### src/hdl/otpb_pkg.sv
// Constants, address decode and CRC helpers for the OTP trace, user data and lock bank.
// Assumes byte-wide register accesses on an 8-bit address space.
package otpb_pkg;

    localparam logic [7:0] OTPB_USER_LO_BASE = 8'h40;
    localparam logic [7:0] OTPB_USER_HI_BASE = 8'h50;
    localparam logic [7:0] OTPB_USER_SPAN    = 8'h0f;
    localparam logic [7:0] OTPB_USER_LOCK    = 8'h5f;
    localparam int         OTPB_USER_BYTES   = 30;
    localparam logic [4:0] OTPB_USER_LAST    = 5'h1d;
    localparam int         OTPB_TRACE_N      = 6;
    localparam int         OTPB_FLOCK_N      = 6;

    localparam logic [7:0] OTPB_TRACE_ADDR [OTPB_TRACE_N] = '{8'hca, 8'hcb, 8'hcc, 8'hcd,
                                                              8'hd0, 8'hd1};
    localparam logic [7:0] OTPB_FLOCK_ADDR [OTPB_FLOCK_N] = '{8'haf, 8'hbf, 8'hcf, 8'hdf,
                                                              8'hef, 8'hff};

    localparam int         OTPB_LOCK_BIT   = 7;
    localparam int         OTPB_ID_MSB     = 6;
    localparam int         OTPB_ID_LSB     = 4;
    localparam int         OTPB_CRC_MSB    = 3;
    localparam logic [2:0] OTPB_USER_ID    = 3'h0;
    localparam logic [3:0] OTPB_CRC_POLY   = 4'h9;
    localparam logic [3:0] OTPB_CRC_SEED   = 4'h0;
    localparam logic [7:0] OTPB_ZERO_BYTE  = 8'h00;

    typedef enum logic [2:0] {
        OTPB_A_USER,
        OTPB_A_ULOCK,
        OTPB_A_TRACE,
        OTPB_A_FLOCK,
        OTPB_A_RSVD,
        OTPB_A_NONE
    } otpb_addr_t;

    // x^4 + x^3 + 1, MSB first
    function automatic logic [3:0] otpb_crc4_byte(input logic [3:0] crc, input logic [7:0] b);
        logic [3:0] c;
        logic       fb;
        c = crc;
        for (int i = 7; i >= 0; i--) begin
            fb = c[3] ^ b[i];
            c  = {c[2:0], 1'b0};
            if (fb) begin
                c = c ^ OTPB_CRC_POLY;
            end
        end
        return c;
    endfunction

    function automatic otpb_addr_t otpb_decode(input logic [7:0] a);
        otpb_addr_t k;
        k = OTPB_A_NONE;
        if (a >= OTPB_USER_LO_BASE && a < OTPB_USER_LO_BASE + OTPB_USER_SPAN) begin
            k = OTPB_A_USER;
        end else if (a >= OTPB_USER_HI_BASE && a < OTPB_USER_HI_BASE + OTPB_USER_SPAN) begin
            k = OTPB_A_USER;
        end else if (a == OTPB_USER_LOCK) begin
            k = OTPB_A_ULOCK;
        end else if (a == OTPB_USER_LO_BASE + OTPB_USER_SPAN) begin
            k = OTPB_A_RSVD;
        end else begin
            for (int i = 0; i < OTPB_TRACE_N; i++) begin
                if (a == OTPB_TRACE_ADDR[i]) begin
                    k = OTPB_A_TRACE;
                end
            end
            for (int i = 0; i < OTPB_FLOCK_N; i++) begin
                if (a == OTPB_FLOCK_ADDR[i]) begin
                    k = OTPB_A_FLOCK;
                end
            end
        end
        return k;
    endfunction

    function automatic logic [4:0] otpb_user_idx(input logic [7:0] a);
        logic [7:0] d;
        d = (a >= OTPB_USER_HI_BASE) ? (a - OTPB_USER_HI_BASE + OTPB_USER_SPAN)
                                     : (a - OTPB_USER_LO_BASE);
        return d[4:0];
    endfunction

    function automatic logic [2:0] otpb_trace_idx(input logic [7:0] a);
        logic [2:0] r;
        r = 3'h0;
        for (int i = 0; i < OTPB_TRACE_N; i++) begin
            if (a == OTPB_TRACE_ADDR[i]) begin
                r = 3'(i);
            end
        end
        return r;
    endfunction

    function automatic logic [2:0] otpb_flock_idx(input logic [7:0] a);
        logic [2:0] r;
        r = 3'h0;
        for (int i = 0; i < OTPB_FLOCK_N; i++) begin
            if (a == OTPB_FLOCK_ADDR[i]) begin
                r = 3'(i);
            end
        end
        return r;
    endfunction

endpackage

### src/hdl/otpb_crc_if.sv
// Carrier between the bank and its register-array CRC walker.
// Assumes both ends sit on the same clock.
`timescale 1ns/100ps
interface otpb_crc_if;
    logic       run;
    logic [4:0] idx;
    logic [7:0] data;
    logic [3:0] crc;
    logic       pass_done;

    modport walker (input run, input data, output idx, output crc, output pass_done);
    modport owner  (output run, output data, input idx, input crc, input pass_done);
endinterface

### src/hdl/otpb_bank.sv
// Trace, user data and lock/CRC register bank of the OTP area, with array CRC watch.
// Assumes the serial front end presents one byte access at a time on the request port,
// and that the OTP controller pulses the commit and loads factory bytes after boot.
`timescale 1ns/100ps

module otpb_bank
    import otpb_pkg::*;
(
    input  wire logic       i_clk,
    input  wire logic       i_rst_n,
    input  wire logic       i_init_complete,
    input  wire logic       i_req,
    input  wire logic       i_wr,
    input  wire logic [7:0] i_addr,
    input  wire logic [7:0] i_wdata,
    output logic            o_rsp_valid,
    output logic [7:0]      o_rsp_data,
    input  wire logic       i_otp_commit,
    input  wire logic       i_fact_wr,
    input  wire logic [7:0] i_fact_addr,
    input  wire logic [7:0] i_fact_data,
    output logic [3:0]      o_fact_trace_crc,
    output logic            o_user_crc_err,
    output logic            o_array_crc_err
);

    typedef struct packed {
        logic [OTPB_USER_BYTES-1:0][7:0] user;
        logic [7:0]                      ulock;
        logic [OTPB_TRACE_N-1:0][7:0]    trace;
        logic [OTPB_FLOCK_N-1:0][7:0]    flock;
        logic                            rsp_valid;
        logic [7:0]                      rsp_data;
        logic [3:0]                      trace_crc;
        logic                            user_err;
        logic [3:0]                      ref_crc;
        logic                            ref_ok;
        logic                            arr_err;
    } otpb_state_t;

    otpb_state_t st_q;
    otpb_state_t st_d;
    logic [1:0]  rst_sync_q;
    logic        rst_n;
    otpb_addr_t  kind;
    logic [3:0]  user_crc;
    logic [3:0]  trace_crc;
    logic [7:0]  cur;

    otpb_crc_if  crc_bus ();

    // Reset release is synchronised; assertion stays asynchronous
    always_ff @(posedge i_clk or negedge i_rst_n) begin
        if (!i_rst_n) begin
            rst_sync_q <= 2'b00;
        end else begin
            rst_sync_q <= {rst_sync_q[0], 1'b1};
        end
    end
    assign rst_n = rst_sync_q[1];

    // Walk the writable user array; the device-lock write register lives elsewhere
    assign crc_bus.run  = i_init_complete;
    assign crc_bus.data = st_q.user[crc_bus.idx];

    otpb_crc_walk u_walk (
        .i_clk    (i_clk),
        .i_rst_n  (rst_n),
        .crc_port (crc_bus)
    );

    always_comb begin
        st_d      = st_q;
        kind      = otpb_decode(i_addr);
        user_crc  = OTPB_CRC_SEED;
        trace_crc = OTPB_CRC_SEED;
        cur       = OTPB_ZERO_BYTE;

        for (int i = 0; i < OTPB_USER_BYTES; i++) begin
            user_crc = otpb_crc4_byte(user_crc, st_q.user[i]);
        end
        for (int i = 0; i < OTPB_TRACE_N; i++) begin
            trace_crc = otpb_crc4_byte(trace_crc, st_q.trace[i]);
        end

        // Current content seen by an access; hidden trace bytes read as zero
        case (kind)
            OTPB_A_USER: begin
                cur = i_init_complete ? OTPB_ZERO_BYTE : st_q.user[otpb_user_idx(i_addr)];
            end
            OTPB_A_ULOCK: begin
                cur = st_q.ulock;
            end
            OTPB_A_TRACE: begin
                cur = i_init_complete ? OTPB_ZERO_BYTE
                                      : st_q.trace[otpb_trace_idx(i_addr)];
            end
            OTPB_A_FLOCK: begin
                cur = st_q.flock[otpb_flock_idx(i_addr)];
            end
            default: begin
                cur = OTPB_ZERO_BYTE;
            end
        endcase

        st_d.rsp_valid = i_req;
        if (i_req) begin
            st_d.rsp_data = cur;
            if (i_wr && kind == OTPB_A_USER && !i_init_complete) begin
                // Reserved bits are kept as written; host keeps them zero
                st_d.user[otpb_user_idx(i_addr)] = i_wdata;
                st_d.rsp_data = i_wdata;
            end
        end

        // Factory image arrives from the OTP shadow load only
        if (i_fact_wr) begin
            if (otpb_decode(i_fact_addr) == OTPB_A_TRACE) begin
                st_d.trace[otpb_trace_idx(i_fact_addr)] = i_fact_data;
            end else if (otpb_decode(i_fact_addr) == OTPB_A_FLOCK) begin
                st_d.flock[otpb_flock_idx(i_fact_addr)] = i_fact_data;
            end
        end

        if (i_otp_commit) begin
            st_d.ulock[OTPB_LOCK_BIT]               = 1'b1;
            st_d.ulock[OTPB_ID_MSB:OTPB_ID_LSB]     = OTPB_USER_ID;
            st_d.ulock[OTPB_CRC_MSB:0]              = user_crc;
        end

        st_d.trace_crc = trace_crc;
        st_d.user_err  = st_q.ulock[OTPB_LOCK_BIT] &&
                         (st_q.ulock[OTPB_CRC_MSB:0] != user_crc);

        // First pass after init sets the reference, later passes compare to it
        if (!i_init_complete) begin
            st_d.ref_ok = 1'b0;
        end else if (crc_bus.pass_done) begin
            if (!st_q.ref_ok) begin
                st_d.ref_crc = crc_bus.crc;
                st_d.ref_ok  = 1'b1;
            end else if (crc_bus.crc != st_q.ref_crc) begin
                st_d.arr_err = 1'b1;
            end
        end
    end

    always_ff @(posedge i_clk or negedge rst_n) begin
        if (!rst_n) begin
            st_q <= '0;
        end else begin
            st_q <= st_d;
        end
    end

    assign o_rsp_valid      = st_q.rsp_valid;
    assign o_rsp_data       = st_q.rsp_data;
    assign o_fact_trace_crc = st_q.trace_crc;
    assign o_user_crc_err   = st_q.user_err;
    assign o_array_crc_err  = st_q.arr_err;

    chk_rsp_always: assert property (@(posedge i_clk) disable iff (!rst_n)
        i_req |=> o_rsp_valid)
        else $error("request without valid response");

    chk_unmapped_zero: assert property (@(posedge i_clk) disable iff (!rst_n)
        i_req && (otpb_decode(i_addr) == OTPB_A_NONE) |=> o_rsp_data == OTPB_ZERO_BYTE)
        else $error("unmapped access returned nonzero data");

    chk_unmapped_wr_still: assert property (@(posedge i_clk) disable iff (!rst_n)
        i_req && i_wr && (otpb_decode(i_addr) == OTPB_A_NONE) && !i_fact_wr && !i_otp_commit
        |=> $stable(st_q.user) && $stable(st_q.ulock) && $stable(st_q.trace))
        else $error("unmapped write changed state");

    chk_ro_write_kept: assert property (@(posedge i_clk) disable iff (!rst_n)
        i_req && i_wr && !i_init_complete && (otpb_decode(i_addr) == OTPB_A_TRACE) && !i_fact_wr
        |=> $stable(st_q.trace) && o_rsp_data == st_q.trace[otpb_trace_idx($past(i_addr))])
        else $error("read-only write not ignored or wrong answer");

    chk_trace_hidden: assert property (@(posedge i_clk) disable iff (!rst_n)
        i_req && i_init_complete && (otpb_decode(i_addr) == OTPB_A_TRACE)
        |=> o_rsp_data == OTPB_ZERO_BYTE)
        else $error("trace byte visible after init complete");

    chk_user_wr_gate: assert property (@(posedge i_clk) disable iff (!rst_n)
        i_req && i_wr && (otpb_decode(i_addr) == OTPB_A_USER)
        |=> st_q.user[otpb_user_idx($past(i_addr))] == ($past(i_init_complete)
            ? $past(st_q.user[otpb_user_idx(i_addr)]) : $past(i_wdata)))
        else $error("user write gating wrong");

    chk_commit_lock: assert property (@(posedge i_clk) disable iff (!rst_n)
        i_otp_commit |=> st_q.ulock[OTPB_LOCK_BIT] &&
        st_q.ulock[OTPB_ID_MSB:OTPB_ID_LSB] == OTPB_USER_ID
        ##1 !o_user_crc_err || $changed(st_q.user))
        else $error("commit did not lock user block consistently");

    chk_ulock_sw_ro: assert property (@(posedge i_clk) disable iff (!rst_n)
        !i_otp_commit |=> $stable(st_q.ulock))
        else $error("user lock register changed without commit");

    chk_err_on_mismatch: assert property (@(posedge i_clk) disable iff (!rst_n)
        i_init_complete && crc_bus.pass_done && st_q.ref_ok && crc_bus.crc != st_q.ref_crc
        |=> o_array_crc_err)
        else $error("array CRC mismatch not flagged");

    // A stuck valid would be taken for a second access by the front end
    chk_rsp_one_shot: assert property (@(posedge i_clk) disable iff (!rst_n)
        !i_req |=> !o_rsp_valid)
        else $error("response valid without request");

    chk_user_read_back: assert property (@(posedge i_clk) disable iff (!rst_n)
        i_req && !i_wr && !i_init_complete && (otpb_decode(i_addr) == OTPB_A_USER)
        |=> o_rsp_data == $past(st_q.user[otpb_user_idx(i_addr)]))
        else $error("user byte read back wrong");

    chk_user_hidden: assert property (@(posedge i_clk) disable iff (!rst_n)
        i_req && i_init_complete && (otpb_decode(i_addr) == OTPB_A_USER)
        |=> o_rsp_data == OTPB_ZERO_BYTE)
        else $error("user byte visible after init complete");

    chk_user_wr_answer: assert property (@(posedge i_clk) disable iff (!rst_n)
        i_req && i_wr && !i_init_complete && (otpb_decode(i_addr) == OTPB_A_USER)
        |=> o_rsp_data == $past(i_wdata))
        else $error("accepted user write not echoed");

    chk_rsvd_read_zero: assert property (@(posedge i_clk) disable iff (!rst_n)
        i_req && (otpb_decode(i_addr) == OTPB_A_RSVD)
        |=> o_rsp_valid && o_rsp_data == OTPB_ZERO_BYTE)
        else $error("reserved address answered wrongly");

    chk_rsvd_wr_still: assert property (@(posedge i_clk) disable iff (!rst_n)
        i_req && i_wr && (otpb_decode(i_addr) == OTPB_A_RSVD) && !i_otp_commit
        |=> $stable(st_q.user) && $stable(st_q.ulock))
        else $error("reserved write disturbed the user block");

    chk_flock_ro: assert property (@(posedge i_clk) disable iff (!rst_n)
        i_req && i_wr && (otpb_decode(i_addr) == OTPB_A_FLOCK) && !i_fact_wr
        |=> $stable(st_q.flock) && o_rsp_data == st_q.flock[otpb_flock_idx($past(i_addr))])
        else $error("factory lock register write not ignored");

    chk_ulock_answer: assert property (@(posedge i_clk) disable iff (!rst_n)
        i_req && (otpb_decode(i_addr) == OTPB_A_ULOCK) && !i_otp_commit
        |=> o_rsp_data == st_q.ulock)
        else $error("user lock register answer is not its content");

    chk_fact_trace_load: assert property (@(posedge i_clk) disable iff (!rst_n)
        i_fact_wr && (otpb_decode(i_fact_addr) == OTPB_A_TRACE)
        |=> st_q.trace[otpb_trace_idx($past(i_fact_addr))] == $past(i_fact_data))
        else $error("factory trace byte not loaded");

    chk_fact_lock_load: assert property (@(posedge i_clk) disable iff (!rst_n)
        i_fact_wr && (otpb_decode(i_fact_addr) == OTPB_A_FLOCK)
        |=> st_q.flock[otpb_flock_idx($past(i_fact_addr))] == $past(i_fact_data))
        else $error("factory lock byte not loaded");

    chk_trace_crc_hold: assert property (@(posedge i_clk) disable iff (!rst_n)
        $stable(st_q.trace) |=> $stable(o_fact_trace_crc))
        else $error("trace CRC moved without a trace change");

    chk_lock_id_user: assert property (@(posedge i_clk) disable iff (!rst_n)
        st_q.ulock[OTPB_LOCK_BIT] |-> st_q.ulock[OTPB_ID_MSB:OTPB_ID_LSB] == OTPB_USER_ID)
        else $error("locked user block carries a foreign identifier");

    chk_user_err_unlocked: assert property (@(posedge i_clk) disable iff (!rst_n)
        !st_q.ulock[OTPB_LOCK_BIT] |=> !o_user_crc_err)
        else $error("user CRC error raised on an unlocked block");

    // Without init the walker stays parked, so no pass can end
    chk_walk_parked: assert property (@(posedge i_clk) disable iff (!rst_n)
        !i_init_complete |=> !crc_bus.pass_done && !st_q.ref_ok)
        else $error("array CRC walk active before init complete");

    chk_ref_capture: assert property (@(posedge i_clk) disable iff (!rst_n)
        i_init_complete && crc_bus.pass_done && !st_q.ref_ok
        |=> st_q.ref_ok && st_q.ref_crc == $past(crc_bus.crc))
        else $error("first pass did not set the CRC reference");

    chk_arr_err_sticky: assert property (@(posedge i_clk) disable iff (!rst_n)
        o_array_crc_err |=> o_array_crc_err)
        else $error("array CRC error dropped before reset");

    chk_arr_err_cause: assert property (@(posedge i_clk) disable iff (!rst_n)
        !o_array_crc_err && !(crc_bus.pass_done && st_q.ref_ok) |=> !o_array_crc_err)
        else $error("array CRC error raised without a mismatching pass");

endmodule

### src/hdl/otpb_crc_walk.sv
// Continuous CRC walker: one register byte per clock, a full pass over the array.
// Assumes the owner presents the byte at the requested index in the same cycle.
`timescale 1ns/100ps
module otpb_crc_walk
    import otpb_pkg::*;
(
    input  wire logic   i_clk,
    input  wire logic   i_rst_n,
    otpb_crc_if.walker  crc_port
);

    typedef struct packed {
        logic [4:0] idx;
        logic [3:0] acc;
        logic [3:0] crc;
        logic       done;
        logic [4:0] gap;
    } otpb_walk_t;

    otpb_walk_t st_q;
    otpb_walk_t st_d;
    logic [3:0] acc_next;

    always_comb begin
        st_d     = st_q;
        acc_next = otpb_crc4_byte(st_q.acc, crc_port.data);
        st_d.done = 1'b0;
        if (!crc_port.run) begin
            st_d.idx = 5'h0;
            st_d.acc = OTPB_CRC_SEED;
        end else if (st_q.idx == OTPB_USER_LAST) begin
            st_d.idx  = 5'h0;
            st_d.acc  = OTPB_CRC_SEED;
            st_d.crc  = acc_next;
            st_d.done = 1'b1;
        end else begin
            st_d.idx = st_q.idx + 5'h1;
            st_d.acc = acc_next;
        end
        // Cycles since the pass began; only the pass-length check reads it
        if (!crc_port.run) begin
            st_d.gap = 5'h0;
        end else if (st_q.done) begin
            st_d.gap = 5'h1;
        end else begin
            st_d.gap = st_q.gap + 5'h1;
        end
    end

    always_ff @(posedge i_clk or negedge i_rst_n) begin
        if (!i_rst_n) begin
            st_q <= '0;
        end else begin
            st_q <= st_d;
        end
    end

    assign crc_port.idx       = st_q.idx;
    assign crc_port.crc       = st_q.crc;
    assign crc_port.pass_done = st_q.done;

    chk_seed_when_idle: assert property (@(posedge i_clk) disable iff (!i_rst_n)
        !crc_port.run |=> st_q.acc == OTPB_CRC_SEED && st_q.idx == 5'h0)
        else $error("walker accumulator not reseeded while idle");

    // Counted rather than unrolled: a pass spans one cycle per user byte
    chk_pass_length: assert property (@(posedge i_clk) disable iff (!i_rst_n)
        crc_port.pass_done == (st_q.gap == 5'(OTPB_USER_BYTES)))
        else $error("walker pass length is not one byte per cycle");

endmodule

### config.mk
export PLATFORM = sky130hd
export DESIGN_NAME = otpb_bank
export DESIGN_NICKNAME = d
export VERILOG_FILES = /design/src/hdl/otpb_pkg.sv /design/src/hdl/otpb_crc_if.sv /design/src/hdl/otpb_bank.sv /design/src/hdl/otpb_crc_walk.sv
export SDC_FILE = /design/constraint.sdc
export NUM_CORES = 1
export LEC_CHECK = 0
export BUFFER_PORTS_ARGS = -buffer_cell sky130_fd_sc_hd__buf_2
export CORE_ASPECT_RATIO = 0.7
export CORE_MARGIN = 1.5
export CORE_UTILIZATION = 35
export CTS_BUF_LIST = sky130_fd_sc_hd__clkbuf_4 sky130_fd_sc_hd__clkbuf_8
export DETAILED_ROUTE_END_ITERATION = 7
export PLACE_DENSITY = 0.5
export SETUP_SLACK_MARGIN = 0.2
export SYNTH_ARGS = -nofsm -noshare
export SYNTH_HDL_FRONTEND = slang
export SYNTH_SLANG_ARGS = --single-unit
### constraint.sdc
create_clock -name i_clk -period 10.7 [get_ports i_clk]
set_input_delay 1.07 -clock i_clk [delete_from_list [all_inputs] [get_ports i_clk]]
set_output_delay 1.07 -clock i_clk [all_outputs]
set_load 0.03 [all_outputs]
=== Yosys cells after proc, flatten, opt, wreduce, memory -nomap -nowiden ===
Cells that the tools add are included.

* Equality and inequality tests: 37
* Multiplexer cells: 388
* Bitwise operators: 590
* Magnitude comparators: 17
* Reduce and logical (&&, ||, !) cells: 18
* $add $sub $neg: 4

{| class="wikitable"
|+ Operators by type and width
! cell !! count
|-
| $mux W4 || 296
|-
| $not A2 Y2 || 294
|-
| $xor A1 B1 Y1 || 294
|-
| $bwmux W240 || 1
|-
| $eq A8 B8 Y1 const B || 24
|-
| $mux W3 || 58
|-
| $bwmux W48 || 2
|-
| $bmux W8 S5 || 2
|-
| $mux W8 || 10
|-
| $bmux W8 S3 || 2
|-
| $demux W8 S3 || 2
|-
| $demux W8 S5 || 1
|-
| $eq A8 B7 Y1 const B || 4
|-
| $ge A8 B7 Y1 const B || 4
|-
| $lt A8 B7 Y1 const B || 4
|-
| $pmux W8 S4 || 1
|-
| $mux W9 || 2
|-
| $lt A3 B4 Y1 const B || 4
|-
| $eq A3 B2 Y1 const B || 4
|-
| $lt A5 B6 Y1 const B || 2
|-
| $logic_and A1 B1 Y1 || 10
|-
| $mux W1 || 9
|-
| $ne A4 B4 Y1 || 2
|-
| $ge A3 B1 Y1 const B || 2
|-
| other kinds (16) || 20
|}

* Register bits after elaboration: 377
* Word-level logic and storage cells: 1109

=== Depth between registers and ports, before layout ===
* Word-level depth: 481
* Mapped depth: 15

=== Modules after synthesis ===
A second synthesis with hierarchy kept.

* Cell total of the unflattened synthesis: 2155
* Area, all modules: 26126.3 um^2

{| class="wikitable"
|+ Modules (own cells, without submodules)
! module !! area each (um^2) !! seq. area each (um^2) !! times used !! cells each
|-
| otpb_bank || 25385.6 || 9083.7 || 1 || 2085
|-
| otpb_crc_walk || 740.7 || 350.3 || 1 || 70
|}

=== Worst setup path before layout ===
OpenSTA, ideal clock, no wires.

* Kind: input -> register
* Start point: input port i_addr[1]
* End point: register st_q[188] (netlist bit)
* Required time: 10.575 ns
* Path buffers: 5
* Stages on the path: 11
* Slack: 6.577 ns
* Data arrival time: 3.998 ns
* Cells stage by stage: clkbuf_1 -> inv_1 -> ha_1 -> a21o_1 -> clkbuf_1 -> buf_1 -> clkbuf_1 -> clkbuf_1 -> nand3_1 -> nor2_1 -> mux2_2

* Word-level cells in the longest chain between the ends: 21
* Elaborated cells between the ends (all ways): 50
* Classes of those cells: add/sub (3); order compare (6); eq/ne (14); mux (20); reduce/logical (7)

{| class="wikitable"
|+ Ends and longest elaborated chain
! item !! RTL line !! text
|-
| from (decl) || otpb_bank.sv:14 || <nowiki>input wire logic [7:0] i_addr,</nowiki>
|-
| $eq A8 B8 Y1 || - ||
|-
| $mux W3 (6 in series) || otpb_pkg.sv:65 || <nowiki>if (a == OTPB_TRACE_ADDR[i]) begin</nowiki>
|-
| $mux W3 (6 in series) || otpb_pkg.sv:70 || <nowiki>if (a == OTPB_FLOCK_ADDR[i]) begin</nowiki>
|-
| $mux W3 || otpb_pkg.sv:61 || <nowiki>end else if (a == OTPB_USER_LO_BASE + OTPB_USER_SPAN) begin</nowiki>
|-
| $mux W3 || otpb_pkg.sv:59 || <nowiki>end else if (a == OTPB_USER_LOCK) begin</nowiki>
|-
| $mux W3 || otpb_pkg.sv:57 || <nowiki>end else if (a >= OTPB_USER_HI_BASE && a < OTPB_USER_HI_BASE + OTPB_USER_SPAN) begin</nowiki>
|-
| $mux W3 || otpb_pkg.sv:55 || <nowiki>if (a >= OTPB_USER_LO_BASE && a < OTPB_USER_LO_BASE + OTPB_USER_SPAN) begin</nowiki>
|-
| $logic_not A3 Y1 || otpb_bank.sv:109 || <nowiki>if (i_wr && kind == OTPB_A_USER && !i_init_complete) begin</nowiki>
|-
| $logic_and A1 B1 Y1 (2 in series) || otpb_bank.sv:109 ||
|-
| $reduce_and A2 Y1 (no source line) || - ||
|-
| to (signal assigned) || otpb_bank.sv:152 || <nowiki>st_q <= st_d;</nowiki>
|-
| to (decl) || otpb_bank.sv:41 || <nowiki>otpb_state_t st_q;</nowiki>
|}

Several ways; a longest one is shown, not always the timed one.
A chain may end at the register's enable or synchronous reset.

=== Worst setup path in the final report ===
* Start point: input port i_addr[1]
* End point: register st_q (netlist bit o_rsp_data[6])

* Word-level cells in the longest chain between the ends: 21
* Elaborated cells between the ends (all ways): 68
* Classes of those cells: add/sub (3); order compare (4); eq/ne (17); mux (39); reduce/logical (5)

{| class="wikitable"
|+ Ends and longest elaborated chain
! item !! RTL line
|-
| branches (longest 20 deep; another with $eq A8 B8 Y1) || -
|-
| $mux W8 (*) || otpb_bank.sv:109
|}

Mark *: on every way between the ends. The select of a mux whose other input is x is not followed.

==> impl_metrics.json <==
{
  "num_rows": 81,
  "wl_per_cell_um": 31.7,
  "timing.fmax_mhz": 183,
  "hp-class": "primary input to asynchronous set/reset pin",
  "syn_nets": 2188,
  "yosys.area.top_type_share_pct": 38.3,
  "fp.dieArea_um2": 72000,
  "ys_seq_area_share_pct": 38.3,
  "grt_pass1_vias": 18000,
  "antenna_left": 0,
  "fin_skew_ps": 48.3,
  "cp.arrival_ps": 6070,
  "cts_buffer_depth": 3,
  "synthTopCellsByArea": "dfrtp_1 (38%), mux2_2 (16%), xnor2_1 (11%), mux4_2 (5.3%), xnor3_1 (5.2%)",
  "holdWs_ps": 150,
  "setup_viol": 0,
  "multi_input_area_um2": 14600,
  "grt_pass1_wl_mm": 140,
  "drv_slew": 0,
  "power.leakage_nw": 12.0,
  "maxSlewHeadroom_pct": 8.63,
  "seqCellArea_um2": 9440,
  "drc_errors": 0,
  "fill_cells": 6726,
  "place.gp.congestion": 1.02,
  "cts_resized": 0,
  "ioPinCount": 54,
  "synth_cells": 2143,
  "overflow": 0,
  "power_density_nw_per_um2": 188,
  "path_class": "primary input to flip-flop",
  "async_flop_share_pct": 100,
  "start_util_pct": 35.3,
  "ir_worst_vdd_mv": 0.393,
  "cts-root-buf": "clkbuf_8",
  "cts_made_buffers": 67,
  "antenna_found_initial": 4,
  "drt_iter0_drc": 2288,
  "syn_area_um2": 24600,
  "outcome": "finished clean",
  "area_delta_synth_final_pct": 10.5,
  "dp_hpwl_mm": 73.8,
  "hold_violations": 0,
  "rsz0062_at_grt": "no",
  "crit_fanout": 32,
  "grt_max_degree": 167,
  "drt_pass1_iterations": 7,
  "synthDistinctLibCells": 66,
  "synth_edf_count": 0,
  "synth_ff_type": "dfrtp_1",
  "worst_pin_slew_ps": 1350,
  "fin_crit_sh_pct": 51.1,
  "routed_wl_mm": 99.3,
  "cts.clk_slew.worst_paths_ps": 70,
  "min_period_ps": 5460,
  "critPathRequiredTime_ps": 11310,
  "syn_area_per_cell_um2": 11.5,
  "post-cts-setup-buffer-count": 0,
  "ctsHoldBuffers": 0,
  "avgViaCountPerCell": 5.99,
  "fp.dieH_um": 225,
  "numClockSinks": 377,
  "clock_latency_ps": 710,
  "final_nets": 2206,
  "coreArea_um2": 69700,
  "report.power.total_mw": 5.11,
  "critPathCaptureType": "flip-flop",
  "cts_tree": "built",
  "ys_warn_count": 0,
  "ys_ff_latch": 377,
  "final_layout_size_suffix_gt1_share_pct": 28.2,
  "vias": 18700,
  "port-buffer-count": 53,
  "htree_num_levels": 3,
  "startpoint_type": "primary input",
  "synth.largest_area_cell": "dfrtp_1",
  "die_width_um": 320,
  "drv_cap": 0,
  "grt_use_total_pct": 27.6,
  "setup_tns_ps": 0
}
[critical path, stage by stage]
cell and delay, ps:
buf_2 370, inv_1 230, ha_1 330, nor3b_1 210
o21ai_0 170, xnor2_1 890, nor2_1 240, nand2_1 560
a21oi_1 170, or4_1 670, nor4_1 860, nor2_1 110
o21ai_1 140
[flip-flops by register name, summed over array words and instances, names as in the netlist]
signal and flops:
st_q 346, o_rsp_data 8, u_walk.crc_port.idx 5, o_fact_trace_crc 4, u_walk.crc_port.crc 4, u_walk.st_q 4
rst_sync_q 2, o_array_crc_err 1, o_rsp_valid 1, o_user_crc_err 1, u_walk.crc_port.pass_done 1
[worst paths after layout]
path                                       end     startpoint  slack, ps  cells after the start
max in group asynchronous            st_q[309]  rst_sync_q[1]       7840                      2
worst max register to register  o_user_crc_err      st_q[255]       5450                     11
worst min-delay path             rst_sync_q[1]        i_rst_n        150                      1
worst min register to register   rst_sync_q[1]  rst_sync_q[0]        350                      0
min in group i_clk               rst_sync_q[1]  rst_sync_q[0]        350                      0
worst max-delay path             o_rsp_data[6]      i_addr[1]       5240                     13
[metal layers]
layer,vias to the layer above,part of all wire (%),track usage (%)
li1,7776,-,-
met1,9869,49,44.6
met4,0,1.8,5.26
met3,117,12,8.75
met2,986,37,34.8
met5,-,0,0
[final cells by class]
type                            instances  area share [%]
Clock buffer                          104            4.78
Inverter                               11           0.152
Tap cell                              913            4.20
Antenna cell                            3          0.0276
Multi-Input combinational cell       1622            53.8
Timing Repair Buffer                   82            1.82
Clock inverter                         16           0.552
Sequential cell                       377            34.7
[cells in the final DEF, fill, tap and decap left out, drive strengths merged, types with 5 or more instances in the layout]
cell     count
clkbuf     104
clkinv       8
o21ai       57
a31oi       28
xor2        65
a22oi        5
nand3       39
nor3        19
xnor2      307
a22o         6
and2        15
ha           6
nor4         9
inv         13
nand2      206
dfrtp      377
o221ai      14
a211oi      18
xnor3       59
buf         82
a2111oi      5
a21oi       58
nand2b       5
mux4        59
nor2        62
mux2i       94
a221o        8
nor2b        7
mux2       342
and3        26
o22ai       11
a221oi      34
[power breakdown]
| group | leakage, nW | switching, mW | internal [mW] |
|---|---|---|---|
| logic | 6.03 | 1.01 | 1.01 |
| clock network | 0.764 | 0.665 | 0.825 |
| registers | 5.20 | 0.0955 | 1.50 |
[cells in the mapped netlist, types with 15 or more instances]
library cell and number:
a21oi_1 58, a221oi_1 34, mux2i_1 94, nand2_1 206, a31oi_1 28, clkbuf_1 102, nor3_1 19, o21ai_0 54
nor2_1 62, dfrtp_1 377, and3_1 26, mux4_2 58, a211oi_1 18, and2_1 15, buf_1 16, nand3_1 39
mux2_2 342, xor2_1 65, xnor2_1 302, xnor3_1 57
[per-stage QoR]
stage | util [%] | instances | setup WS, ps | instance area (um2)
3_3_place_gp | 36.9 | 3005 | 4730 | 25800
6_report | 39.0 | 3128 | 5240 | 27200
3_5_place_dp | 36.9 | 3005 | 4750 | 25800
4_1_cts | 39.0 | 3125 | 5480 | 27200
5_1_grt | 39.0 | 3126 | 5320 | 27200
2_1_floorplan | - | 2143 | 4540 | 24600
[cells by family (layout without fill, tap and decap cells)]
group	after synthesis	after routing	synth area share, %
AOI/OAI and AO/OA	272	272	7.40
other	1	4	0.0152
adders and majority gates	6	6	0.305
buffers and inverters	144	213	2.39
and+or+nand+nor	415	415	7.67
muxes	495	495	24.9
DFF	377	377	38.3
xor gates and xnor gates	433	433	19.0
(Power assumes the default switching activity.)
